### src/rtl/cmp_ctrl_pkg.sv
// Package: register map, field positions, reset values and codes of the comparator control block
package cmp_ctrl_pkg;

	// Register offsets in the special function register space
	localparam logic [7:0] CONTROL_ADDR      = 8'h9b;
	localparam logic [7:0] MODE_ADDR         = 8'h9d;
	localparam logic [7:0] INPUT_SELECT_ADDR = 8'h9f;

	// Reset values
	localparam logic [7:0] CONTROL_RESET      = 8'h00;
	localparam logic [7:0] MODE_RESET         = 8'h02;
	localparam logic [7:0] INPUT_SELECT_RESET = 8'hff;

	// Control register fields
	localparam int ON_BIT        = 7;
	localparam int STATE_BIT     = 6;
	localparam int RISE_FLAG_BIT = 5;
	localparam int FALL_FLAG_BIT = 4;
	localparam int UP_HYST_LSB   = 2;
	localparam int DOWN_HYST_LSB = 0;

	// Mode register fields
	localparam int RISE_MASK_BIT = 5;
	localparam int FALL_MASK_BIT = 4;
	localparam int RESP_LSB      = 0;

	// Input select register fields
	localparam int MINUS_SEL_LSB = 4;
	localparam int PLUS_SEL_LSB  = 0;
	localparam int SEL_NONE_BIT  = 3;

	// Hysteresis codes
	typedef enum logic [1:0] {
		HYST_OFF   = 2'b00,
		HYST_5MV   = 2'b01,
		HYST_10MV  = 2'b10,
		HYST_20MV  = 2'b11
	} hyst_sel_t;

	// Response time modes
	typedef enum logic [1:0] {
		RESP_FAST    = 2'b00,
		RESP_MEDIUM  = 2'b01,
		RESP_SLOW    = 2'b10,
		RESP_SLOWEST = 2'b11
	} resp_sel_t;

endpackage

### src/rtl/cmp_sync.sv
// Two-flop synchroniser with edge detection on the synchronised sample
`timescale 1ns/1ps
module cmp_sync (
	input  wire logic core_clk_i,
	input  wire logic rst_i,
	input  wire logic ce_i,
	input  wire logic async_i,
	output logic      level_o,
	output logic      rise_o,
	output logic      fall_o
);
	logic meta_reg;
	logic meta_next;
	logic sync_reg;
	logic sync_next;
	logic prev_reg;
	logic prev_next;

	always_comb begin
		meta_next = meta_reg;
		sync_next = sync_reg;
		prev_next = prev_reg;
		if (ce_i) begin
			meta_next = async_i;
			sync_next = meta_reg;
			prev_next = sync_reg;
		end
	end

	always_ff @(posedge core_clk_i) begin
		if (rst_i) begin
			meta_reg <= 1'b0;
			sync_reg <= 1'b0;
			prev_reg <= 1'b0;
		end else begin
			meta_reg <= meta_next;
			sync_reg <= sync_next;
			prev_reg <= prev_next;
		end
	end

	// Edges compare successive synchronised samples only
	assign level_o = sync_reg;
	assign rise_o  = ce_i & sync_reg & ~prev_reg;
	assign fall_o  = ce_i & ~sync_reg & prev_reg;
endmodule // cmp_sync

### src/rtl/cmp_ctrl.sv
// Comparator control: registers, edge flags, masks, input selects and output paths
// How it works
// - Enable bit switches comparator on or off
// - Read-only state bit shows comparator result
// - Rising output edge sets rise flag
// - Falling edge sets fall flag; software clears
// - Flags sticky until software writes zero
// - Upward hysteresis field: off, 5, 10, 20mV
// - Downward hysteresis field with same coding
// - Rise request equals rise mask and flag
// - Fall request equals fall mask and flag
// - Upper select nibble picks one of eight minus pins
// - Lower select nibble picks one of eight plus pins
// - Result offered latched and raw to pins
// - Raw output needs no clock
// - Disabled comparator drives pin output low
// - Result offered as reset source
// - Edge masks sit in mode register
// - Mode low bits pick response time
`timescale 1ns/1ps
module cmp_ctrl
	import cmp_ctrl_pkg::*;
(
	input  wire logic       core_clk_i,
	input  wire logic       rst_i,
	input  wire logic       ce_i,
	input  wire logic [7:0] sfr_addr_i,
	input  wire logic [7:0] sfr_wdata_i,
	input  wire logic       sfr_wr_i,
	output logic      [7:0] sfr_rdata_o,
	input  wire logic       analog_result_i,
	output logic            comparator_on_o,
	output logic      [1:0] upward_hysteresis_sel_o,
	output logic      [1:0] downward_hysteresis_sel_o,
	output logic      [1:0] response_time_sel_o,
	output logic      [3:0] minus_input_sel_o,
	output logic      [3:0] plus_input_sel_o,
	output logic      [7:0] minus_pin_en_o,
	output logic      [7:0] plus_pin_en_o,
	output logic            latched_result_out_o,
	output logic            raw_result_out_o,
	output logic            reset_source_o,
	output logic            rise_irq_o,
	output logic            fall_irq_o
);

	////////////////////////////////////////////////////////////////////////////////
	// Decoding

	// One-hot pin enable; a code with the top bit set connects nothing
	function automatic logic [7:0] pin_decode(input logic [3:0] code);
		logic [7:0] onehot;
		onehot = 8'h00;
		if (!code[SEL_NONE_BIT])
			onehot[code[2:0]] = 1'b1;
		return onehot;
	endfunction

	logic wr_ctrl;
	logic wr_mode;
	logic wr_mux;
	assign wr_ctrl = ce_i & sfr_wr_i & (sfr_addr_i == CONTROL_ADDR);
	assign wr_mode = ce_i & sfr_wr_i & (sfr_addr_i == MODE_ADDR);
	assign wr_mux  = ce_i & sfr_wr_i & (sfr_addr_i == INPUT_SELECT_ADDR);

	////////////////////////////////////////////////////////////////////////////////
	// Result path

	logic gated_result;
	logic sync_level;
	logic rise_evt;
	logic fall_evt;

	// Unclocked gate so the raw output keeps working with the clock stopped
	// A switch-off drops the gated level, so it may set the fall flag as well
	assign gated_result     = analog_result_i & comparator_on_o;
	assign raw_result_out_o = gated_result;
	assign reset_source_o   = gated_result;

	cmp_sync u_sync (
		.core_clk_i (core_clk_i),
		.rst_i      (rst_i),
		.ce_i       (ce_i),
		.async_i    (gated_result),
		.level_o    (sync_level),
		.rise_o     (rise_evt),
		.fall_o     (fall_evt)
	);

	////////////////////////////////////////////////////////////////////////////////
	// Registers

	logic       on_reg;
	logic       on_next;
	logic       rise_flag_reg;
	logic       rise_flag_next;
	logic       fall_flag_reg;
	logic       fall_flag_next;
	logic [1:0] up_hyst_reg;
	logic [1:0] up_hyst_next;
	logic [1:0] down_hyst_reg;
	logic [1:0] down_hyst_next;
	logic       rise_mask_reg;
	logic       rise_mask_next;
	logic       fall_mask_reg;
	logic       fall_mask_next;
	logic [1:0] resp_reg;
	logic [1:0] resp_next;
	logic [7:0] mux_reg;
	logic [7:0] mux_next;
	logic       latched_reg;
	logic       latched_next;

	always_comb begin
		on_next        = on_reg;
		rise_flag_next = rise_flag_reg;
		fall_flag_next = fall_flag_reg;
		up_hyst_next   = up_hyst_reg;
		down_hyst_next = down_hyst_reg;
		rise_mask_next = rise_mask_reg;
		fall_mask_next = fall_mask_reg;
		resp_next      = resp_reg;
		mux_next       = mux_reg;
		latched_next   = latched_reg;
		if (wr_ctrl) begin
			on_next        = sfr_wdata_i[ON_BIT];
			up_hyst_next   = sfr_wdata_i[UP_HYST_LSB +: 2];
			down_hyst_next = sfr_wdata_i[DOWN_HYST_LSB +: 2];
			// Only a zero clears; a one leaves the flag as it is
			if (!sfr_wdata_i[RISE_FLAG_BIT])
				rise_flag_next = 1'b0;
			if (!sfr_wdata_i[FALL_FLAG_BIT])
				fall_flag_next = 1'b0;
		end
		// Hardware set wins over a clear in the same cycle
		if (rise_evt)
			rise_flag_next = 1'b1;
		if (fall_evt)
			fall_flag_next = 1'b1;
		if (wr_mode) begin
			rise_mask_next = sfr_wdata_i[RISE_MASK_BIT];
			fall_mask_next = sfr_wdata_i[FALL_MASK_BIT];
			resp_next      = sfr_wdata_i[RESP_LSB +: 2];
		end
		if (wr_mux)
			mux_next = sfr_wdata_i;
		// Gated by the next enable so the pin drops in the cycle of the switch-off
		if (ce_i)
			latched_next = sync_level & on_next;
	end

	always_ff @(posedge core_clk_i) begin
		if (rst_i) begin
			on_reg        <= CONTROL_RESET[ON_BIT];
			rise_flag_reg <= CONTROL_RESET[RISE_FLAG_BIT];
			fall_flag_reg <= CONTROL_RESET[FALL_FLAG_BIT];
			up_hyst_reg   <= CONTROL_RESET[UP_HYST_LSB +: 2];
			down_hyst_reg <= CONTROL_RESET[DOWN_HYST_LSB +: 2];
			rise_mask_reg <= MODE_RESET[RISE_MASK_BIT];
			fall_mask_reg <= MODE_RESET[FALL_MASK_BIT];
			resp_reg      <= MODE_RESET[RESP_LSB +: 2];
			mux_reg       <= INPUT_SELECT_RESET;
			latched_reg   <= 1'b0;
		end else begin
			on_reg        <= on_next;
			rise_flag_reg <= rise_flag_next;
			fall_flag_reg <= fall_flag_next;
			up_hyst_reg   <= up_hyst_next;
			down_hyst_reg <= down_hyst_next;
			rise_mask_reg <= rise_mask_next;
			fall_mask_reg <= fall_mask_next;
			resp_reg      <= resp_next;
			mux_reg       <= mux_next;
			latched_reg   <= latched_next;
		end
	end

	////////////////////////////////////////////////////////////////////////////////
	// Outputs and read-back

	assign comparator_on_o           = on_reg;
	assign upward_hysteresis_sel_o   = up_hyst_reg;
	assign downward_hysteresis_sel_o = down_hyst_reg;
	assign response_time_sel_o       = resp_reg;
	assign minus_input_sel_o         = mux_reg[MINUS_SEL_LSB +: 4];
	assign plus_input_sel_o          = mux_reg[PLUS_SEL_LSB +: 4];
	assign minus_pin_en_o            = pin_decode(mux_reg[MINUS_SEL_LSB +: 4]);
	assign plus_pin_en_o             = pin_decode(mux_reg[PLUS_SEL_LSB +: 4]);
	assign latched_result_out_o      = latched_reg;
	assign rise_irq_o                = rise_mask_reg & rise_flag_reg;
	assign fall_irq_o                = fall_mask_reg & fall_flag_reg;

	// Read data is combinational from the registers; the state bit is live
	always_comb begin
		sfr_rdata_o = 8'h00;
		case (sfr_addr_i)
			CONTROL_ADDR: begin
				sfr_rdata_o = {on_reg, sync_level, rise_flag_reg, fall_flag_reg,
					up_hyst_reg, down_hyst_reg};
			end
			MODE_ADDR: begin
				sfr_rdata_o = {2'b00, rise_mask_reg, fall_mask_reg, 2'b00, resp_reg};
			end
			INPUT_SELECT_ADDR: begin
				sfr_rdata_o = mux_reg;
			end
			default: begin
				sfr_rdata_o = 8'h00;
			end
		endcase
	end

	////////////////////////////////////////////////////////////////////////////////
	// Assertions

	a_rise_flag_set: assert property (@(posedge core_clk_i) disable iff (rst_i)
		rise_evt |=> rise_flag_reg)
		else $error("rise flag not set after rising edge");

	a_fall_flag_set: assert property (@(posedge core_clk_i) disable iff (rst_i)
		fall_evt |=> fall_flag_reg)
		else $error("fall flag not set after falling edge");

	a_flag_sticky: assert property (@(posedge core_clk_i) disable iff (rst_i)
		(rise_flag_reg && !(wr_ctrl && !sfr_wdata_i[RISE_FLAG_BIT])) |=> rise_flag_reg)
		else $error("rise flag cleared without software write");

	a_flag_write_one: assert property (@(posedge core_clk_i) disable iff (rst_i)
		(wr_ctrl && sfr_wdata_i[FALL_FLAG_BIT] && !fall_flag_reg && !fall_evt)
		|=> !fall_flag_reg)
		else $error("write of one set the fall flag");

	a_enable_write: assert property (@(posedge core_clk_i) disable iff (rst_i)
		wr_ctrl |=> (comparator_on_o == $past(sfr_wdata_i[ON_BIT])))
		else $error("enable bit did not follow write");

	a_disabled_low: assert property (@(posedge core_clk_i) disable iff (rst_i)
		(!comparator_on_o && ce_i) [*3] |=> !latched_result_out_o)
		else $error("latched output high while disabled");

	a_rise_irq: assert property (@(posedge core_clk_i) disable iff (rst_i)
		(rise_evt && rise_mask_reg && !wr_mode) |=> rise_irq_o)
		else $error("rise request missing after enabled edge");

	a_fall_irq: assert property (@(posedge core_clk_i) disable iff (rst_i)
		(fall_evt && fall_mask_reg && !wr_mode) |=> fall_irq_o)
		else $error("fall request missing after enabled edge");

	a_none_select: assert property (@(posedge core_clk_i) disable iff (rst_i)
		mux_reg[MINUS_SEL_LSB + SEL_NONE_BIT] |-> (minus_pin_en_o == 8'h00))
		else $error("minus pin connected with none code");

	a_mode_write: assert property (@(posedge core_clk_i) disable iff (rst_i)
		wr_mode |=> (response_time_sel_o == $past(sfr_wdata_i[1:0])))
		else $error("response mode did not follow write");

	a_fall_sticky: assert property (@(posedge core_clk_i) disable iff (rst_i)
		(fall_flag_reg && !(wr_ctrl && !sfr_wdata_i[FALL_FLAG_BIT])) |=> fall_flag_reg)
		else $error("fall flag cleared without software write");

	a_rise_write_one: assert property (@(posedge core_clk_i) disable iff (rst_i)
		(wr_ctrl && sfr_wdata_i[RISE_FLAG_BIT] && !rise_flag_reg && !rise_evt)
		|=> !rise_flag_reg)
		else $error("write of one set the rise flag");

	a_rise_clear: assert property (@(posedge core_clk_i) disable iff (rst_i)
		(wr_ctrl && !sfr_wdata_i[RISE_FLAG_BIT] && !rise_evt)
		|=> !rise_flag_reg)
		else $error("rise flag not cleared by write of zero");

	a_fall_clear: assert property (@(posedge core_clk_i) disable iff (rst_i)
		(wr_ctrl && !sfr_wdata_i[FALL_FLAG_BIT] && !fall_evt)
		|=> !fall_flag_reg)
		else $error("fall flag not cleared by write of zero");

	a_plus_none: assert property (@(posedge core_clk_i) disable iff (rst_i)
		mux_reg[PLUS_SEL_LSB + SEL_NONE_BIT] |-> (plus_pin_en_o == 8'h00))
		else $error("plus pin connected with none code");

	a_off_latched_low: assert property (@(posedge core_clk_i) disable iff (rst_i)
		!comparator_on_o |-> !latched_result_out_o)
		else $error("latched output high with enable off");

	a_mask_write: assert property (@(posedge core_clk_i) disable iff (rst_i)
		wr_mode |=> (rise_mask_reg == $past(sfr_wdata_i[RISE_MASK_BIT])
			&& fall_mask_reg == $past(sfr_wdata_i[FALL_MASK_BIT])))
		else $error("edge masks did not follow write");

	a_hyst_write: assert property (@(posedge core_clk_i) disable iff (rst_i)
		wr_ctrl |=> ({upward_hysteresis_sel_o, downward_hysteresis_sel_o}
			== $past(sfr_wdata_i[3:0])))
		else $error("hysteresis fields did not follow write");

	a_mux_hold: assert property (@(posedge core_clk_i) disable iff (rst_i)
		!wr_mux |=> $stable(mux_reg))
		else $error("input select changed without write");

	a_reset_mode: assert property (@(posedge core_clk_i) disable iff (rst_i)
		$fell(rst_i) |-> (response_time_sel_o == MODE_RESET[RESP_LSB +: 2]
			&& mux_reg == INPUT_SELECT_RESET))
		else $error("mode or select not at reset value");

endmodule // cmp_ctrl

### config.mk
export PLATFORM = sky130hd
export DESIGN_NAME = cmp_ctrl
export DESIGN_NICKNAME = d
export VERILOG_FILES = /design/src/rtl/cmp_ctrl_pkg.sv /design/src/rtl/cmp_sync.sv /design/src/rtl/cmp_ctrl.sv
export SDC_FILE = /design/constraint.sdc
export NUM_CORES = 1
export LEC_CHECK = 0
export BUFFER_PORTS_ARGS = -buffer_cell sky130_fd_sc_hd__clkbuf_2
export CORE_AREA = 2 2 63 65
export CTS_CLUSTER_DIAMETER = 50
export CTS_CLUSTER_SIZE = 40
export DETAILED_ROUTE_END_ITERATION = 8
export DIE_AREA = 0 0 65 67
export GPL_TIMING_DRIVEN = 0
export SLEW_MARGIN = 40
export SYNTH_ARGS = -nofsm -noshare
export SYNTH_HDL_FRONTEND = slang
export SYNTH_HIERARCHICAL = 1
export SYNTH_SLANG_ARGS = --single-unit
### constraint.sdc
create_clock -name core_clk_i -period 2.45 [get_ports core_clk_i]
set_clock_uncertainty 0.2 [all_clocks]
set_input_delay 0.245 -clock core_clk_i [delete_from_list [all_inputs] [get_ports core_clk_i]]
set_output_delay 0.245 -clock core_clk_i [all_outputs]
set_load 0.01 [all_outputs]
# [Word-level counts from Yosys, hierarchy flattened]
# Index checks and enable logic that the tools add are counted.
[word_totals] ff_bits=23 input_bits=21 output_inout_bits=44 wordCells=56
[classes] magnitude_cmp=4 n_eq_ne=5 n_mux=14 n_bitwise=14 reduce_logical=6
[ops] cell="$eq A8 B8 Y1 const B" n=3
[ops] cell="$pmux W8 S3" n=1
[ops] cell="$mux W8" n=2
[ops] cell="$and A1 B1 Y1" n=12
[ops] cell="$mux W1" n=9
[ops] cell="$lt A3 B4 Y1 const B" n=2
[ops] cell="$demux W1 S3" n=2
[ops] cell="$ge A3 B1 Y1 const B" n=2
[ops] cell="$ne A2 B1 Y1 const B" n=2
[ops] cell="$reduce_and A2 Y1" n=2
[ops] cell="$reduce_bool A2 Y1" n=2
[ops] cell="$logic_and A1 B1 Y1" n=2
[ops] cell="$not A1 Y1" n=2

# [Longest topological paths before layout]
[depth] word_depth=5 ltp_mapped=5 ltp_nobuf=4

# [Modules after synthesis]
# Netlist, hierarchy kept.
[modules_own_cells] module="cmp_ctrl" n_inst=1 cells_each=134 area_each_um2=1141.1 seq_area_each_um2=400.4
[modules_own_cells] module="cmp_sync" n_inst=1 cells_each=12 area_each_um2=116.4 seq_area_each_um2=60.1

# [Worst setup path after synthesis]
# No wires, ideal clock.
[synth_path] kind="input port to flip-flop" startpoint="in sfr_addr_i[5]" endpoint="reg mux_reg[5]" setup_ns=0.120 arrival_time_ns=1.282 required_ns=2.130 path_slack_ns=0.849 path_stages=5 path_buffers=1 path_cell_list="nand4b_4 > nor4_4 > buf_6 > nor2b_1 > a211o_1"
[synth_between] elab_chain_cells=2
[synth_lines] element="from (decl)" line="cmp_ctrl.sv:27" text="input wire logic [7:0] sfr_addr_i,"
[synth_lines] element="$eq A8 B8 Y1" line="cmp_ctrl.sv:64" text="assign wr_mux = ce_i & sfr_wr_i & (sfr_addr_i == INPUT_SELECT_ADDR);"
[synth_lines] element="$and A1 B1 Y1" line="cmp_ctrl.sv:64"
[synth_lines] element="to (signal assigned)" line="cmp_ctrl.sv:173" text="mux_reg <= mux_next;"
[synth_lines] element="to (decl)" line="cmp_ctrl.sv:109" text="logic [7:0] mux_reg;"
# No other way between the ends.
# A chain may end at the register's enable or synchronous reset.

# [Worst setup path in the final report]
[layout_path] startpoint="reg mux_reg[5]" endpoint="out sfr_rdata_o[5]"
[layout_between] elab_chain_cells=1
[layout_lines] element="$pmux W8 S3" line="cmp_ctrl.sv:196" text="case (sfr_addr_i)"
[layout_lines] element="to (decl)" line="cmp_ctrl.sv:30" text="output logic [7:0] sfr_rdata_o,"
# No other way between the ends.

==> run summary <==
## Worst setup path
- startpoint types: flop
- Crit path required time: 2.01 ns
- capture instance of the worst register-to-register path: mux_reg[0]
- critical path data arrival time: 1.27 ns
- crit-path cells: mux2i_1, nor2_1, a21oi_1, nor2_1, clkbuf_2
- number of cell instances on the worst register-to-register path: 2
- CP peak stage delay: 0.50 ns
- Largest delay share family, worst path: flip-flops
- Worst R2R Setup Slack: 1.32 ns
- highest-delay cell along the critical path: sky130_fd_sc_hd__dfxtp_1
- Top cell by count, worst path: sky130_fd_sc_hd__nor2_1
- maximum fanout along the worst path: 8
- Critical Path End Type: primary output
- worst flop-to-flop path startpoint: mux_reg[0]
- worst path bufs/invs: 1
- critical path type: flop to primary output

## Timing
- final count of pins violating max slew: 0
- portion of the clock cycle consumed by the worst path in the final layout: 69.8%
- worst-case hold slack: 0.00109 ns
- setup_tns: 0 ns
- minimum clock period: 1.71 ns
- actual slew at the worst max-slew pin: 0.519 ns
- FMAX: 585 MHz
- RSZ-0062 raised after global routing: no
- final count of hold timing violations: 0
- Setup violations, final: 0
- Slew HR: 65.4%

## Yosys
- register area share after synthesis: 36.6%
- library cell with the highest instance count after synthesis: sky130_fd_sc_hd__nor2_1
- cell count after synthesis: 146
- adder and majority cell fraction of the synthesized area: 0%
- top cells by count, synth: sky130_fd_sc_hd__nor2_1, sky130_fd_sc_hd__dfxtp_1, sky130_fd_sc_hd__mux2i_1
- top_reg_cell synth: sky130_fd_sc_hd__dfxtp_1
- fraction of synthesis flops using an asynchronous set or reset pin: 0%
- proportion of synthesized area in mux cells: 14.3%
- cell taking the most area after synthesis: sky130_fd_sc_hd__dfxtp_1
- number of flops mapped to enable cells by yosys: 0
- #FFs+latches synth: 23
- Synth Area per Inst: 8.61 µm²
- post-synthesis net count: 167
- Cell variety after synth: 27
- largest family of logic cells by synthesized area: simple AND/OR/NAND/NOR gates
- area fraction in compound gates after synthesis: 10.4%
- Synth Warn #: 6
- area of the mapped netlist: 1260 µm²
- proportion of netlist area held by the largest area contributor: 36.6%
- Area contributors post-synth: sky130_fd_sc_hd__dfxtp_1, sky130_fd_sc_hd__mux2i_1, sky130_fd_sc_hd__nor2_1
- Synth Area in Simple Gates: 35.0%
- parity-gate share of the synthesized area counting xor and xnor cells: 0%

## Clock network
- TritonCTS clock tree: built
- Clock transition at path regs: 0.08 ns
- number of instances resized during post-cts repair: 0
- clk sink count: 23
- clk_lat worst skew: 0.26 ns
- maximum buffer depth of the clock tree: 2
- cts bufs inserted: 3
- CTS H-Tree Depth: 1
- library cell used as clock root buffer: sky130_fd_sc_hd__clkbuf_8

## Worst hold path
- class of the most critical hold timing path: input port to flop
- Worst Hold End: mux_reg[2]
- Hold Path Depth: 2
- Hold Crit Start: sfr_wdata_i[2]

## Drt
- WL per Instance: 12.5 µm
- via count: 1267
- wire length after detailed routing: 3.29 mm
- Post-route DRC: 0
- Via-to-Cell Ratio: 4.80
- Final ANT Viol Nets: 0
- number of DRC violations after detailed-routing iteration 0: 58
- TritonRoute pass-1 iters: 4

## Power and ir drop
- Cell Pwr Density: 395 nW/µm²
- largest vdd supply drop: 0.000217 V
- static leakage: 0.806 nW

## Floorplan
- Site Rows: 22
- floorplan die height: 67 µm
- area of the core: 3610 µm²
- effective utilization at floorplan: 34.9%
- die area: 4360 µm²
- die width: 65 µm
- num ports: 65

## Layout
- Final #Nets: 238
- area of the multi-input gates: 752 µm²
- number of antenna diodes: 0
- area overhead of the layout relative to synthesis: 35.4%
- register area: 460 µm²
- end-of-flow core utilization: 47.2%
- fraction of final layout cells sized beyond drive strength 1: 35.2%
- number of flip-flops under the largest register name: 8
- Filler cells: 378

## Global route
- pin count of the biggest net entering global routing: 13
- overall fraction of global-route tracks in use: 16.3%
- vias in the first global route: 1166
- antenna violations before repair: 0
- Congestion Overflow GR: 0
- global-route wire length before repair: 5.42 mm

## Placed design
- I/O Buffers: 64
- final RePlAce weighted congestion: 0.708
- Detail Placement HPWL: 2.55 mm

## Run
- count of maximum capacitance violations: 0

## Status
- run status: completed

-- metrics by stage --
stage | setup slack (ns) | instances | cell area [µm²] | total power [mW]
after floorplan | 0.849 | 146 | 1260 | 0.414
after global placement | 0.585 | 258 | 1640 | 0.446
after detailed placement | 0.574 | 258 | 1640 | 0.446
after CTS | 0.724 | 264 | 1700 | 0.682
after global routing | 0.565 | 264 | 1700 | 0.705
final | 0.740 | 264 | 1700 | 0.673
-- layout by cell type, fill, tap and decap left out, drive strengths merged, types with 3 or more instances in the layout --
cell    synthesis  layout
nor2           30      30
dfxtp          23      23
buf             3       3
and2            3       3
a21oi           7       7
nand2b          8       8
a211o           9       9
mux2i          18      18
nand2           6       6
nor3            9       9
nor2b          11      11
clkbuf          2      70
inv             3       3
nor4            3       3
-- layer usage --
layer	track usage [%]	share of wire (%)
met3	2.03	5.1
met2	27.1	48
met4	7.98	2.1
met1	20.8	45
met5	0	0
-- how the worst max path moves through the flow --
stage	from	endpoint	slack (ns)	cells after the start
final	mux_reg[5]	sfr_rdata_o[5]	0.74	5
after global routing	mux_reg[5]	sfr_rdata_o[5]	0.57	5
after CTS	mux_reg[5]	sfr_rdata_o[5]	0.72	5
after detailed placement	sfr_addr_i[5]	mux_reg[6]	0.57	6
after global placement	sfr_addr_i[5]	mux_reg[6]	0.58	6
after floorplan	sfr_addr_i[5]	mux_reg[5]	0.85	5
-- cell families after synthesis --
| logic type | after synthesis |
|---|---|
| mux | 18 |
| flops | 23 |
| compound gates | 19 |
| buf+inv | 8 |
| simple gates | 78 |
-- power breakdown --
part	switching, mW	internal, mW
Combinational	0.0359	0.0291
Sequential	0.000428	0.374
Clock	0.117	0.116
-- final cells by class --
type / count / share of cell area [%]
Buffer: 5 / 1.98
Clock buffer: 4 / 2.65
Inverter: 3 / 0.661
Multi-Input combinational cell: 115 / 44.2
Sequential cell: 23 / 27.0
Tap cell: 48 / 3.53
Timing Repair Buffer: 66 / 20.0
-- repair_timing --
item                                   4_1_cts  5_1_grt
endpoints found under the hold margin        2        0
hold buffers                                 2        0
buffers inserted                             0        0
(Power assumes the default switching activity.)
